--- src/hw/cfg_upper_pkg.sv ---
// constants for the upper configuration header register bank
// assumes word aligned register offsets as printed (byte addresses)
package cfg_upper_pkg;
  // ==========================================================
  // register offsets
  localparam logic [7:0] SUBSYS_ID_OFFS = 8'h2C;
  localparam logic [7:0] ROM_BASE_OFFS  = 8'h30;
  localparam logic [7:0] CAP_PTR_OFFS   = 8'h34;
  localparam logic [7:0] LAT_GNT_OFFS   = 8'h3C;
  // ==========================================================
  // field positions and values
  localparam int         ROM_BA_LSB      = 16;
  localparam int         ROM_EN_BIT      = 0;
  localparam logic [7:0] CAP_PTR_VALUE   = 8'hDC;
  localparam int         INT_PIN_LSB     = 8;
  localparam int         INT_LINE_LSB    = 0;
  localparam int         MIN_GNT_LSB     = 16;
  localparam int         MAX_LATENCY_FIELD_LSB     = 24;
  localparam logic [31:0] RESET_WORD     = 32'h0000_0000;
endpackage

--- src/hw/cfg_upper_regs.sv ---
// upper configuration header registers: subsystem ident, rom base,
// capability pointer, latency/grant/interrupt.
// assumes a single clock, PCI reset as RSTN, one-cycle write strobes
// from the PCI config side and the processor side, EEPROM loader outside.
`timescale 1ns/1ps
module cfg_upper_regs (
  // clock and reset
  input  wire logic        CLK,
  input  wire logic        RSTN,
  // straps and rom sizing
  input  wire logic        ID_LOAD_ENABLE_PIN,
  input  wire logic [2:0]  BLOCK_SIZE_FIELD,
  // EEPROM loader
  input  wire logic        EE_LOAD_BUSY,
  input  wire logic        EE_LOAD_DONE,
  input  wire logic [15:0] EE_SUBSYSTEM_IDENT,
  input  wire logic [15:0] EE_SUBSYSTEM_VENDOR_IDENT,
  input  wire logic        EE_ROM_ENABLE,
  input  wire logic        EE_INT_PIN,
  input  wire logic [7:0]  EE_MIN_GNT,
  input  wire logic [7:0]  EE_MAX_LATENCY,
  // PCI configuration access
  input  wire logic        PCI_WR,
  input  wire logic [7:0]  PCI_ADDR,
  input  wire logic [31:0] PCI_WDATA,
  input  wire logic [3:0]  PCI_BE,
  output logic [31:0]      PCI_RDATA,
  // processor side bus access
  input  wire logic        PROC_WR,
  input  wire logic [7:0]  PROC_ADDR,
  input  wire logic [31:0] PROC_WDATA,
  input  wire logic [3:0]  PROC_BE,
  output logic [31:0]      PROC_RDATA,
  // decode and status
  input  wire logic [31:0] PCI_AD,
  output logic             ROM_HIT,
  output logic             ROM_REG_ENABLED,
  output logic             USES_INTA
);
  // ==========================================================
  // state
  logic        strap_r;
  logic        strap_taken_r;
  logic        rom_ok_r;
  logic [31:0] sid_r;
  logic [15:0] rom_ba_r;
  logic        rom_en_r;
  logic        int_pin_r;
  logic [7:0]  int_line_r;
  logic [7:0]  min_gnt_r;
  logic [7:0]  max_latency_field_r;

  function automatic logic [31:0] merge(input logic [31:0] old_v,
                                        input logic [31:0] new_v,
                                        input logic [3:0]  be);
    logic [31:0] m;
    m = {{8{be[3]}}, {8{be[2]}}, {8{be[1]}}, {8{be[0]}}};
    merge = (old_v & ~m) | (new_v & m);
  endfunction

  function automatic logic [31:0] read_word(input logic [7:0]  a,
                                            input logic [31:0] subsystem_ident,
                                            input logic [31:0] rom,
                                            input logic [31:0] misc);
    if (a == cfg_upper_pkg::SUBSYS_ID_OFFS) begin
      read_word = subsystem_ident;
    end else if (a == cfg_upper_pkg::ROM_BASE_OFFS) begin
      read_word = rom;
    end else if (a == cfg_upper_pkg::CAP_PTR_OFFS) begin
      read_word = {24'h000000, cfg_upper_pkg::CAP_PTR_VALUE};
    end else if (a == cfg_upper_pkg::LAT_GNT_OFFS) begin
      read_word = misc;
    end else begin
      read_word = 32'h0000_0000;
    end
  endfunction

  // ==========================================================
  // rom base writable mask
  // block size mask
  wire [15:0] ba_mask   = 16'hFFFF << BLOCK_SIZE_FIELD;
  wire        rom_on    = rom_ok_r;

  wire [31:0] rom_word  = rom_on ?
                          {rom_ba_r & ba_mask, 15'h0000, rom_en_r} : 32'h0000_0000;
  wire [31:0] misc_word = {max_latency_field_r, min_gnt_r, 7'h00, int_pin_r, int_line_r};

  wire pci_rom  = PCI_WR  && PCI_ADDR  == cfg_upper_pkg::ROM_BASE_OFFS;
  wire proc_rom = PROC_WR && PROC_ADDR == cfg_upper_pkg::ROM_BASE_OFFS;
  wire proc_sid = PROC_WR && PROC_ADDR == cfg_upper_pkg::SUBSYS_ID_OFFS;
  wire proc_lg  = PROC_WR && PROC_ADDR == cfg_upper_pkg::LAT_GNT_OFFS;
  wire pci_lg   = PCI_WR  && PCI_ADDR  == cfg_upper_pkg::LAT_GNT_OFFS;

  // both buses, blocked during load; processor wins a tie
  wire        rom_wr    = rom_on && !EE_LOAD_BUSY && (pci_rom || proc_rom);
  wire [31:0] rom_src   = proc_rom ? merge(rom_word, PROC_WDATA, PROC_BE)
                                   : merge(rom_word, PCI_WDATA, PCI_BE);
  wire [15:0] ba_nxt    = (rom_ba_r & ~ba_mask) | (rom_src[31:16] & ba_mask);

  wire [31:0] sid_nxt   = merge(sid_r, PROC_WDATA, PROC_BE);
  wire [31:0] misc_proc = merge(misc_word, PROC_WDATA, PROC_BE);
  wire [31:0] misc_pci  = merge(misc_word, PCI_WDATA, PCI_BE);

  // ==========================================================
  // strap capture at release of reset
  always_ff @(posedge CLK or negedge RSTN) begin
    if (!RSTN) begin
      strap_r       <= 1'b0;
      strap_taken_r <= 1'b0;
    end else if (!strap_taken_r) begin
      strap_r       <= ID_LOAD_ENABLE_PIN;
      strap_taken_r <= 1'b1;
    end
  end

  // ==========================================================
  // subsystem identification
  always_ff @(posedge CLK or negedge RSTN) begin
    if (!RSTN) begin
      sid_r <= cfg_upper_pkg::RESET_WORD;
    end else if (EE_LOAD_DONE && strap_r) begin
      sid_r <= {EE_SUBSYSTEM_IDENT, EE_SUBSYSTEM_VENDOR_IDENT};
    end else if (proc_sid && !EE_LOAD_BUSY) begin
      sid_r <= sid_nxt;
    end
  end

  // ==========================================================
  // expansion rom base
  always_ff @(posedge CLK or negedge RSTN) begin
    if (!RSTN) begin
      rom_ok_r <= 1'b0;
      rom_ba_r <= 16'h0000;
      rom_en_r <= 1'b0;
    end else if (EE_LOAD_DONE && strap_r) begin
      rom_ok_r <= EE_ROM_ENABLE;
    end else if (rom_wr) begin
      rom_ba_r <= ba_nxt;
      rom_en_r <= rom_src[cfg_upper_pkg::ROM_EN_BIT];
    end
  end

  // ==========================================================
  // latency, grant, interrupt pin and line
  always_ff @(posedge CLK or negedge RSTN) begin
    if (!RSTN) begin
      int_pin_r  <= 1'b0;
      int_line_r <= 8'h00;
      min_gnt_r  <= 8'h00;
      max_latency_field_r  <= 8'h00;
    end else if (EE_LOAD_DONE && strap_r) begin
      int_pin_r <= EE_INT_PIN;
      min_gnt_r <= EE_MIN_GNT;
      max_latency_field_r <= EE_MAX_LATENCY;
    end else if (proc_lg && !EE_LOAD_BUSY) begin
      int_pin_r  <= misc_proc[cfg_upper_pkg::INT_PIN_LSB];
      int_line_r <= misc_proc[cfg_upper_pkg::INT_LINE_LSB +: 8];
      min_gnt_r  <= misc_proc[cfg_upper_pkg::MIN_GNT_LSB +: 8];
      max_latency_field_r  <= misc_proc[cfg_upper_pkg::MAX_LATENCY_FIELD_LSB +: 8];
    end else if (pci_lg) begin
      int_line_r <= misc_pci[cfg_upper_pkg::INT_LINE_LSB +: 8];
    end
  end

  // ==========================================================
  // read data and decode
  // fixed capability pointer
  always_ff @(posedge CLK or negedge RSTN) begin
    if (!RSTN) begin
      PCI_RDATA  <= 32'h0000_0000;
      PROC_RDATA <= 32'h0000_0000;
    end else begin
      PCI_RDATA  <= read_word(PCI_ADDR, sid_r, rom_word, misc_word);
      PROC_RDATA <= read_word(PROC_ADDR, sid_r, rom_word, misc_word);
    end
  end

  assign ROM_HIT         = rom_on && rom_en_r &&
                           ((PCI_AD[31:16] & ba_mask) == (rom_ba_r & ba_mask));
  assign ROM_REG_ENABLED = rom_on;
  assign USES_INTA       = int_pin_r;
endmodule

--- config.mk ---
export PLATFORM = sky130hd
export DESIGN_NAME = cfg_upper_regs
export DESIGN_NICKNAME = d
export VERILOG_FILES = /design/src/hw/cfg_upper_pkg.sv /design/src/hw/cfg_upper_regs.sv
export SDC_FILE = /design/constraint.sdc
export NUM_CORES = 1
export LEC_CHECK = 0
export BUFFER_PORTS_ARGS = -buffer_cell sky130_fd_sc_hd__buf_2
export CAP_MARGIN = 30
export CORE_MARGIN = 3
export CORE_UTILIZATION = 50
export DETAILED_ROUTE_END_ITERATION = 7
export GPL_ROUTABILITY_DRIVEN = 0
export GPL_TIMING_DRIVEN = 0
export PLACE_DENSITY = 0.82
export SETUP_SLACK_MARGIN = 0.1
export SLEW_MARGIN = 20
export SYNTH_ARGS = -nofsm -noshare
export SYNTH_HDL_FRONTEND = slang
export SYNTH_SLANG_ARGS = --single-unit
--- constraint.sdc ---
create_clock -name CLK -period 2.3 [get_ports CLK]
set_input_delay 0.46 -clock CLK [delete_from_list [all_inputs] [get_ports CLK]]
set_output_delay 0.46 -clock CLK [all_outputs]
set_load 0.02 [all_outputs]
# Word level (Yosys, flattened, before mapping)
# Cells that the tools add are included.
# totals
reg_bits,141
input_bits,180
# op_classes
n_eq_ne,9
n_shift,1
muxes,20
bitwise_logic,21
reduce_logical,19
# op_table
cell,n
32-bit 2-to-1 mux,12
32-bit AND,6
32-bit bitwise OR,4
16-bit AND,4
"8-bit by 6-bit == test with 1-bit output, second input constant",8
32-bit inverter,2
8-bit 2-to-1 mux,6
16-bit == test,1
16-bit inverter,1
16-bit bitwise OR,1
"16-bit by 3-bit left shift with 16-bit output, first input constant",1
1-bit logical AND,12
8-bit AND,1
8-bit bitwise OR,1
2-bit nonzero test,3
2-bit AND reduction,2
1-bit 2-to-1 mux,2
1-bit logical NOT,1
1-bit logical OR,1
1-bit inverter,1

# Logic depth before layout (Yosys ltp)
# Gate-level depths: netlist of run 1.
# depth
depth_word,8
ltp_mapped,7

# Worst setup path before layout of run 1
# OpenSTA, ideal clock, no wires.
# synth_timing
kind,input to output
from,input port BLOCK_SIZE_FIELD[1]
to,output port ROM_HIT
arrival_ps,2136
slack_ps,-296
stages,5
n_path_buf,1
path_cell_list,clkbuf_1 > o21ai_0 > nand2_1 > o211ai_1 > a2111oi_0
# synth_via
elab_chain_cells,4
# synth_lines
element,line_no,rtl
start: declaration,cfg_upper_regs.sv:12,"input wire logic [2:0] BLOCK_SIZE_FIELD,"
16-bit by 3-bit left shift with 16-bit output *,cfg_upper_regs.sv:81,wire [15:0] ba_mask = 16'hFFFF << BLOCK_SIZE_FIELD;
16-bit AND,cfg_upper_regs.sv:179,((PCI_AD[31:16] & ba_mask) == (rom_ba_r & ba_mask));
16-bit == test *,cfg_upper_regs.sv:179,
1-bit logical AND *,cfg_upper_regs.sv:178,assign ROM_HIT = rom_on && rom_en_r &&
end: declaration,cfg_upper_regs.sv:36,"output logic ROM_HIT,"
# Every way passes the cells marked *; elsewhere a longest branch is shown, timed or not.

# Worst setup path in the final report of run 1
# layout_timing
from,register rom_ba_r[15]
to,output port ROM_HIT
# layout_via
elab_chain_cells,3
# layout_lines
element,line_no,rtl
start: declaration,cfg_upper_regs.sv:46,logic [15:0] rom_ba_r;
start signal: assignment,cfg_upper_regs.sv:138,rom_ba_r <= ba_nxt;
16-bit AND,cfg_upper_regs.sv:179,
16-bit == test,cfg_upper_regs.sv:179,
1-bit logical AND,cfg_upper_regs.sv:178,
# No other way between the ends.

==> reports/qor.txt, run 1 <==
slew margin rel.: 54.3%
Final Hold Vio Count: 0
maximum number of buffers from clock root to sink: 2
clock latency at the later pin of the worst-skew pair: 0.43 ns
WP data arrival: 1.94 ns
share of synthesized flip-flops with an asynchronous set or reset: 100%
initial antenna violation count: 4
die height: 124 um
ANT nets after route: 0
Initial DRC Count: 867
Setup crit end kind: primary output
Crit Reg-Reg Endpoint: rom_ba_r[10]$_DFFE_PN0P_
I/O Pins: 247
Worst R2R Setup Slack: 0.29 ns
Layout Nets: 1161
Cell Area, Synth: 6940 um^2
clock slew at the register clock pins of the worst setup and hold paths: 0.06 ns
switch share: 26.0%
die area: 15300 um^2
Mapped Cells: 734
WL final: 23200 um
H-tree depth: 4
Pre-antenna DRT Iters: 8
syn_area_per_cell: 9.45 um^2
clk root buf: clkbuf_16
commonest non-fill, non-tap cell in the layout: buf_2
Max rail drop VDD: 495 uV
non-filler instance count after layout: 1173
port bufs: 219
Layout area overhead: 30.6%
pre-CTS setup slack: -0.378 ns
setup slack after layout: -0.100 ns
Tot GR Track Use: 30.4%
Yosys reg bits: 141
skew final: 0.00776 ns
Hold Path Class: in2reg
DRC Markers: 0
most frequent cells in the layout: buf_2 (225), dfrtp_1 (134), nand2_1 (119)
number of cells on the worst hold path: 3
Slew @ Worst Pin: 0.686 ns
via count: 6958
Power Internal: 0.00472 W
cts bufs inserted: 17
CP required: 1.84 ns
crit path max fanout: 5
first-pass GRT wire length: 34600 um
vias in the first global route: 6515
remaining global-route overflow: 0
R2R depth: 7
reg-to-reg startpoint: strap_r$_DFFE_PN0N_
EDFF count, synth: 0
Yosys cell types: 54
PD cells: 704 nW/um^2
Clock power frac: 44.4%
row cnt: 42
RSZ-0062 raised after global routing: yes
post-DP HPWL: 17200 um
post-placement cell count: 1130
Fmax: 0.417 GHz
Vias/cell: 5.93
Seq pwr share: 43.8%
Top FF cell, synth: dfrtp_1
Final Critical Period: 2.40 ns
Final Max Slew Viols: 0
period utilization: 104%
leakage: 4.64 nW
total core area: 13400 um^2
Syn. warnings: 0
total clock sinks: 141
Routed WL per cell: 19.8 um
count of final setup violators: 1
TritonCTS clock tree: built
status: complete, but fails checks
failing checks: negative setup slack
largest net degree at the start of global routing: 83
startpoint types: flip-flop
Crit Path Class: reg2out
synthesized netlist net count: 914
layout cell share with drive strength beyond 1: 31.0%
Starting Density: 51.8%
switching power total: 0.00165 W
Min-Delay Startpoint: EE_MAX_LATENCY[0]
die width: 124 um
max-cap violations: 0
sequential area share after synthesis: 50.9%
Logic pwr share: 11.8%
synth_stat cells (all sizes together), types with 2 or more instances:
library cell | n | area [um^2]
o21a | 2 | 15.0
mux2 | 11 | 124
a31oi | 5 | 31.3
or4 | 3 | 26.3
a22o | 6 | 52.6
a21oi | 41 | 209
o221ai | 6 | 52.6
nor3 | 6 | 30.0
nand3 | 19 | 95.1
buf | 11 | 53.8
mux2i | 25 | 250
o2111ai | 3 | 26.3
and3 | 31 | 194
nand2b | 16 | 100
nor4 | 4 | 25.0
nor2b | 2 | 12.5
o22ai | 4 | 25.0
nor2 | 34 | 130
and2 | 15 | 93.8
or3 | 2 | 12.5
or2 | 2 | 12.5
nand2 | 121 | 454
clkbuf | 31 | 116
o21ai | 91 | 455
nand4bb | 3 | 33.8
a2bb2oi | 8 | 70.1
dfrtp | 141 | 3530
a222oi | 3 | 30.0
o211ai | 6 | 45.0
a22oi | 20 | 150
inv | 15 | 56.3
xor2 | 15 | 131
nand4 | 3 | 18.8
or2b | 7 | 52.6
a221o | 10 | 100
power groups by stage:
stage	logic, W	clock network (W)	registers (W)
after floorplan	0.000363	0	0.00280
after global placement	0.000693	0	0.00281
after detailed placement	0.000718	0	0.00283
after CTS	0.000731	0.00285	0.00278
after global routing	0.000832	0.00296	0.00281
final	0.000755	0.00283	0.00279
metrics by stage:
stage | area (um^2) | setup TNS [ns] | hold slack (ns) | util, % | total power (W)
after floorplan | 6940 | 0 | 0.164 | - | 0.00316
after global placement | 8260 | -173.29 | 0.469 | 61.6 | 0.00351
after detailed placement | 8300 | -13.50 | 0.426 | 61.9 | 0.00354
after CTS | 9000 | -0.111 | 0.231 | 67.2 | 0.00636
after global routing | 9060 | -0.199 | 0.245 | 67.6 | 0.00660
final | 9060 | -0.100 | 0.237 | 67.6 | 0.00637
per-layer routing:
layer  global-route usage (%)  share of wire, %  up-vias
met5                        0             0.056        -
met4                     14.5               3.6        2
met3                     6.58                10       82
met2                     48.1                48      447
met1                     39.8                38     3302
li1                         -                 -     3125
cell families (layout without fill, tap and decap cells):
family	count (synthesis)	count (layout)	share of synthesized area, %
multiplexers	36	36	5.39
buffers and inverters	57	317	3.26
AND/OR/NAND/NOR	272	272	19.2
other	1	4	0.0541
flip-flops	141	141	50.9
XOR/XNOR	15	15	1.89
AO/OA/AOI/OAI	212	212	19.3
worst max-delay path: stages (launching register included):
cell and delay (ns):
dfrtp_1 0.46, xor2_1 0.19, a311o_1 0.35, a2111oi_2 0.29
buf_2 0.22
worst max-delay path by stage:
stage                              from                       to  cells after the start
6_report       rom_ba_r[15]$_DFFE_PN0P_                  ROM_HIT                      4
5_1_grt                       flip-flop                  ROM_HIT                      5
4_1_cts        rom_ba_r[11]$_DFFE_PN0P_                  ROM_HIT                      5
3_5_place_dp                PCI_ADDR[6]                flip-flop                      6
3_3_place_gp                       RSTN  PCI_RDATA[16]$_DFF_PN0_                      1
2_1_floorplan              PROC_ADDR[1]                flip-flop                      5
layout make-up:
cell class / instances / area (um^2)
Inverter: 15 / 56.3
Clock inverter: 12 / 159
Fill cell: 1092 / 4340
Tap cell: 176 / 220
Sequential cell: 141 / 3540
Timing Repair Buffer: 228 / 1190
Buffer: 42 / 178
Multi-Input combinational cell: 536 / 3250
Clock buffer: 20 / 457
Antenna cell: 3 / 7.51
what timing repair did:
item                                    in CTS  in global routing
pin swaps                                    5                  1
gates cloned                                 0                  0
endpoints found under the hold margin       59                  0
endpoints found under the setup margin      35                 60
setup buffers                                6                  0
resized for setup                           13                 15
hold buffers                                 1                  0
Power figures use the tool's default switching activity.
==> run 2: changes to the inputs <==
--- a/config.mk
+++ b/config.mk
@@ -13,6 +13,7 @@
 export GPL_ROUTABILITY_DRIVEN = 0
 export GPL_TIMING_DRIVEN = 0
 export PLACE_DENSITY = 0.82
+export RECOVER_POWER = 50
 export SETUP_SLACK_MARGIN = 0.1
 export SLEW_MARGIN = 20
 export SYNTH_ARGS = -nofsm -noshare
==> run 2 against run 1 <==
Net effect:
- the flow finishes with violations (max-capacitance violations, max-slew violations, negative setup slack)
- sequential share of layout area up 0.35 points
- critical path depth did not move
- register-to-register slack is essentially flat
- count of clock-buffer cells in the layout did not move
- combinational power about the same
- final cell count unchanged
- largest power group unchanged
==> reports/qor.txt, run 2 (same netlist as run 1, synthesis figures left out) <==
status: complete, but fails checks
failing checks: max-capacitance violations, max-slew violations, negative setup slack
Final Critical Period: 2.41 ns
layout cell share with drive strength beyond 1: 25.4%
DRC Markers: 0
crit path max fanout: 5
die height: 124 um
cts bufs inserted: 17
count of final setup violators: 1
pre-CTS setup slack: -0.378 ns
Routed WL per cell: 19.9 um
row cnt: 42
max-cap violations: 1
reg-to-reg startpoint: strap_r$_DFFE_PN0N_
start point of the critical path: rom_ba_r[15]$_DFFE_PN0P_
non-filler instance count after layout: 1173
Buffers & Inverters on Critical Path: 1
Pre-antenna DRT Iters: 6
largest net degree at the start of global routing: 83
Min-Delay Startpoint: EE_MIN_GNT[5]
Vias/cell: 5.98
Max rail drop VDD: 500 uV
die width: 124 um
clock latency at the later pin of the worst-skew pair: 0.43 ns
setup tns final: -0.109 ns
Final Hold Vio Count: 0
I/O Pins: 247
clk root buf: clkbuf_16
PD cells: 711 nW/um^2
commonest non-fill, non-tap cell in the layout: buf_2
WP data arrival: 1.95 ns
clock slew at the register clock pins of the worst setup and hold paths: 0.06 ns
WL final: 23400 um
Slew @ Worst Pin: 1.59 ns
maximum number of buffers from clock root to sink: 2
Crit-path slowest cell: dfrtp_1
via count: 7016
leakage: 4.39 nW
Layout area overhead: 29.4%
post-DP HPWL: 17200 um
worst path cell trace: xor2_1, a311o_1, a2111oi_2, buf_2
Starting Density: 51.8%
vias in the first global route: 6515
RSZ-0062 raised after global routing: yes
ANT nets after route: 0
Fmax: 0.415 GHz
slew margin rel.: -5.85%
Layout Nets: 1161
startpoint types: flip-flop
post-placement cell count: 1130
port bufs: 219
Setup crit end kind: primary output
most frequent cells in the layout: buf_2 (169), dfrtp_1 (134), nand2_1 (119)
Final Max Slew Viols: 60
Hold Path Class: in2reg
initial antenna violation count: 4
first-pass GRT wire length: 34600 um
Largest delay share family, worst path: compound AO/OA/AOI/OAI gates
slowest cell delay on critical path: 0.47 ns
Crit Path Class: reg2out
setup slack after layout: -0.109 ns
Metal-1 WL: 8910 um
CP required: 1.84 ns
TritonCTS clock tree: built
remaining global-route overflow: 0
DR WL met2: 11100 um
met3 WL: 2400 um
Top Layer Used: met5
total core area: 13400 um^2
H-tree depth: 4
Initial DRC Count: 907
skew final: 0.00830 ns
period utilization: 105%
die area: 15300 um^2
total clock sinks: 141
Tot GR Track Use: 30.4%
run 2: cell types whose count changed in the layout (fill, tap and decap cells not counted):
| cell | before | now |
|---|---|---|
| buf_8 | 1 | 0 |
| clkbuf_1 | 26 | 82 |
| buf_2 | 225 | 169 |
| clkbuf_2 | 7 | 8 |
run 2: per-stage QoR:
step	instance area [um^2]	hold slack [ns]	utilization (%)	total power [W]
floorplan	6940	0.164	-	0.00316
global placement	8260	0.469	61.6	0.00351
detailed placement	8300	0.426	61.9	0.00354
CTS	9000	0.231	67.2	0.00636
global route	8980	0.245	67.0	0.00660
finish	8980	0.235	67.0	0.00638
run 2: path summary, 6_finish.rpt:
check,end,slack (ns),cells after the start
min reg2reg,flip-flop,0.49,2
max reg2reg,rom_ba_r[10]$_DFFE_PN0P_,0.29,7
min in group asynchronous,PCI_RDATA[25]$_DFF_PN0_,0.96,2
max in group asynchronous,rom_ba_r[10]$_DFFE_PN0P_,0.26,2
max,ROM_HIT,-0.11,4
min,flip-flop,0.23,3
run 2: worst register-to-register path: stages, from the launching register on:
cell	delay, ns
dfrtp_1	0.38
and2_1	0.13
clkbuf_2	0.22
nor3_4	0.36
o21ai_1	0.19
buf_2	0.24
a2bb2oi_1	0.20
o21ai_0	0.14
run 2: layer usage:
layer	track usage, %	vias to the layer above
met5	0	-
met4	14.5	2
met3	6.58	88
met2	48.1	466
met1	39.8	3339
li1	-	3121
run 2: what timing repair did:
action | in CTS | in global routing
hold buffers | 1 | 0
hold endpoints to repair | 59 | 0
buffers inserted | 6 | 0
setup endpoints to repair | 35 | 60
pin swaps | 5 | 1
gates cloned | 0 | 0
gates resized for setup | 13 | 15
run 2: layout make-up:
cell class | instances | area [um^2]
Fill cell | 1123 | 4420
Sequential cell | 141 | 3540
Multi-Input combinational cell | 536 | 3250
Timing Repair Buffer | 228 | 1110
Clock buffer | 20 | 457
Tap cell | 176 | 220
Buffer | 42 | 178
Clock inverter | 12 | 159
Inverter | 15 | 56.3
Antenna cell | 3 | 7.51
run 2: report_power, final:
part           total, W  switching [W]  internal, W
registers       0.00279       0.000144      0.00265
clock network   0.00284        0.00107      0.00177
logic          0.000752       0.000453     0.000299
==> run 3: changes to the inputs <==
--- a/config.mk
+++ b/config.mk
@@ -5,14 +5,16 @@
 export SDC_FILE = /design/constraint.sdc
 export NUM_CORES = 1
 export LEC_CHECK = 0
+export ABC_AREA = 1
 export BUFFER_PORTS_ARGS = -buffer_cell sky130_fd_sc_hd__buf_2
 export CAP_MARGIN = 30
+export CORE_ASPECT_RATIO = 0.5
 export CORE_MARGIN = 3
-export CORE_UTILIZATION = 50
+export CORE_UTILIZATION = 51
 export DETAILED_ROUTE_END_ITERATION = 7
 export GPL_ROUTABILITY_DRIVEN = 0
 export GPL_TIMING_DRIVEN = 0
-export PLACE_DENSITY = 0.82
+export PLACE_DENSITY = 0.83
 export RECOVER_POWER = 50
 export SETUP_SLACK_MARGIN = 0.1
 export SLEW_MARGIN = 20
==> run 3 against run 2 <==
Net effect:
- the flow now finishes without violations
- critical path depth rose by 4
- die area up 3.8%
- hold slack better by 0.014 ns
- via count rose by 10%
- fmax increased by 13%
- sequential share of layout area decreased by 1.2 points
- worst setup slack gained 0.28 ns
- clock skew shrank 0.0011 ns
- register-to-register slack worse by 0.07 ns
- routed wire length rose by 2.3%
- count of clock-buffer cells in the layout shrank 3
- sequential power is essentially flat
- critical path type unchanged
- highest routed layer is now met4
==> reports/qor.txt, run 3 <==
leakage: 4.87 nW
via count: 7740
syn_area_per_cell: 7.64 um^2
Slew @ Worst Pin: 1.22 ns
ant diodes: 0
synthesized netlist net count: 1138
total clock sinks: 141
die area: 15900 um^2
RSZ-0062 raised after global routing: yes
top-count cell post-synth: nand2_1
port bufs: 216
ANT nets after route: 0
pre-CTS setup slack: 0.131 ns
switch share: 29.4%
slowest cell delay on critical path: 0.42 ns
Synth Area in XOR/XNOR: 0.957%
die height: 90.7 um
cts bufs inserted: 17
Seq pwr share: 43.8%
Crit-path slowest cell: dfrtp_1
Hold Path Class: in2reg
Largest delay share family, worst path: simple AND/OR/NAND/NOR gates
layout cell share with drive strength beyond 1: 20.1%
worst path cell trace: buf_6, nand2_8, a21oi_2, nand2_1, nor3_2, nand3_1, nor2_1, buf_4
I/O Pins: 247
most instantiated cells after synthesis: nand2_1 (341), dfrtp_1 (141), inv_1 (81)
reg-to-reg startpoint: strap_r$_DFFE_PN0N_
commonest non-fill, non-tap cell in the layout: nand2_1
post-DP HPWL: 17600 um
clock latency at the later pin of the worst-skew pair: 0.42 ns
share of synthesized flip-flops with an asynchronous set or reset: 100%
Worst Setup EP: ROM_HIT
die width: 175 um
Starting Density: 53.1%
status: finished, final reports clean
first-pass GRT wire length: 37100 um
H-tree depth: 4
Top FF cell, synth: dfrtp_1
Area contributors post-synth: dfrtp_1 (48%), nand2_1 (17%), o21ai_0 (4.4%)
setup slack after layout: 0.170 ns
Setup crit end kind: primary output
cell depth of the worst setup path: 8
dpl cell area: 8680 um^2
Yosys reg bits: 141
skew final: 0.00716 ns
switching power total: 0.00188 W
post-synth top area cell: dfrtp_1
most frequent cells in the layout: nand2_1 (341), buf_2 (178), dfrtp_1 (141)
Mapped Cells: 958
DRC Markers: 0
Synth Area in Simple Gates: 30.2%
Fmax: 0.469 GHz
start point of the critical path: ROM_REG_ENABLED$_DFFE_PN0P_
Power Total: 0.00639 W
Clock power frac: 42.2%
initial antenna violation count: 0
sequential area share after synthesis: 48.2%
Layout Nets: 1378
EDFF count, synth: 0
R2R depth: 6
max-cap violations: 0
Final Critical Period: 2.13 ns
Buffers & Inverters on Critical Path: 2
multiplexer share of the synthesized area: 0.154%
row cnt: 30
vias in the first global route: 7438
Syn. warnings: 0
Layout area overhead: 26.3%
crit path max fanout: 5
fraction of the mapped netlist area in compound gates: 13.1%
period utilization: 92.6%
Worst R2R Setup Slack: 0.22 ns
startpoint types: flip-flop
top-area cell type share of the netlist area: 48.2%
Cell Area, Synth: 7320 um^2
non-filler instance count after layout: 1403
clock slew at the register clock pins of the worst setup and hold paths: 0.06 ns
total core area: 13800 um^2
clk root buf: clkbuf_16
Tot GR Track Use: 29.6%
Vias/cell: 5.52
Final Hold Vio Count: 0
Initial DRC Count: 588
TritonCTS clock tree: built
Power Internal: 0.00451 W
Yosys cell types: 33
maximum number of buffers from clock root to sink: 2
post-placement cell count: 1367
largest net degree at the start of global routing: 93
WL final: 23900 um
slew margin rel.: 19.0%
finished layout cell area: 9250 um^2
WP data arrival: 1.67 ns
Crit Path Class: reg2out
Final Max Slew Viols: 0
Routed WL per cell: 17.1 um
PD cells: 691 nW/um^2
Max rail drop VDD: 541 uV
CP required: 1.84 ns
Synth Area in Adders: 0%
remaining global-route overflow: 0
Logic pwr share: 14.0%
count of final setup violators: 0
Pre-antenna DRT Iters: 6
largest family of logic cells by synthesized area: simple AND/OR/NAND/NOR gates
run 3: cell types whose count changed after synthesis, sizes merged, moves of 15 or more:
cell / previous run / this run
nor2: 34 / 66
nand3: 19 / 66
a22oi: 20 / 0
nand3b: 0 / 26
nand2: 121 / 346
nand2b: 16 / 0
o21ai: 91 / 66
inv: 15 / 85
and2: 15 / 0
and3: 31 / 0
mux2i: 25 / 0
o221ai: 6 / 32
run 3: worst min path at each step:
stage	from	to	slack (ns)	cells after the start
final	EE_ROM_ENABLE	ROM_REG_ENABLED$_DFFE_PN0P_	0.25	3
after global routing	EE_ROM_ENABLE	ROM_REG_ENABLED$_DFFE_PN0P_	0.25	3
after global placement	flip-flop	flip-flop	0.46	2
after floorplan	RSTN	PCI_RDATA[0]$_DFF_PN0_	0.16	0
after CTS	EE_ROM_ENABLE	ROM_REG_ENABLED$_DFFE_PN0P_	0.25	3
after detailed placement	RSTN	PCI_RDATA[11]$_DFF_PN0_	0.38	1
run 3: layout make-up:
cell class | count | area, um^2
timing repair buffer | 221 | 1070
clock inverter | 15 | 154
fill | 1186 | 4530
buffer | 45 | 210
inverter | 88 | 330
tap | 192 | 240
clock buffer | 17 | 425
multi-input combinational | 684 | 3290
sequential | 141 | 3530
run 3: tightest hold or removal path: stages:
cell     delay, ns
buf_2         0.07
nand2_1       0.04
nand2_1       0.05
run 3: what timing repair did:
item	4_1_cts	5_1_grt
gates resized for setup	7	5
endpoints found under the hold margin	49	0
endpoints found under the setup margin	1	1
setup buffers	1	2
pin swaps	1	2
hold buffers	1	0
run 3: cell families (layout without fill, tap and decap cells):
| family | Yosys count | count (layout) |
|---|---|---|
| simple gates | 517 | 517 |
| compound gates | 157 | 157 |
| flops | 141 | 141 |
| buf+inv | 133 | 386 |
| xor+xnor | 8 | 8 |
| other cells | 1 | 1 |
| mux | 1 | 1 |
run 3: layer usage:
layer | vias to the layer above | wire, um | global-route usage (%) | part of all wire, %
met4 | 0 | 612 | 9.35 | 2.6
met5 | - | 0 | 0 | 0
met3 | 78 | 2740 | 7.81 | 11
met2 | 475 | 11100 | 48.5 | 46
li1 | 3607 | - | - | -
met1 | 3580 | 9490 | 38.6 | 40
run 3: per-stage QoR:
| stage | TNS [ns] | util, % | hold slack, ns |
|---|---|---|---|
| floorplan | 0 | - | 0.164 |
| global placement | -151.75 | 62.7 | 0.457 |
| detailed placement | 0 | 63.0 | 0.384 |
| CTS | 0 | 67.5 | 0.246 |
| global route | 0 | 67.1 | 0.246 |
| finish | 0 | 67.1 | 0.249 |
run 3: power by group through the flow:
| stage | combinational (W) | sequential, W | clock, W |
|---|---|---|---|
| 2_1_floorplan | 0.000481 | 0.00282 | 0 |
| 3_3_place_gp | 0.000810 | 0.00283 | 0 |
| 5_1_grt | 0.000997 | 0.00282 | 0.00281 |
| 6_report | 0.000892 | 0.00280 | 0.00270 |
| 4_1_cts | 0.000869 | 0.00280 | 0.00269 |
| 3_5_place_dp | 0.000845 | 0.00284 | 0 |
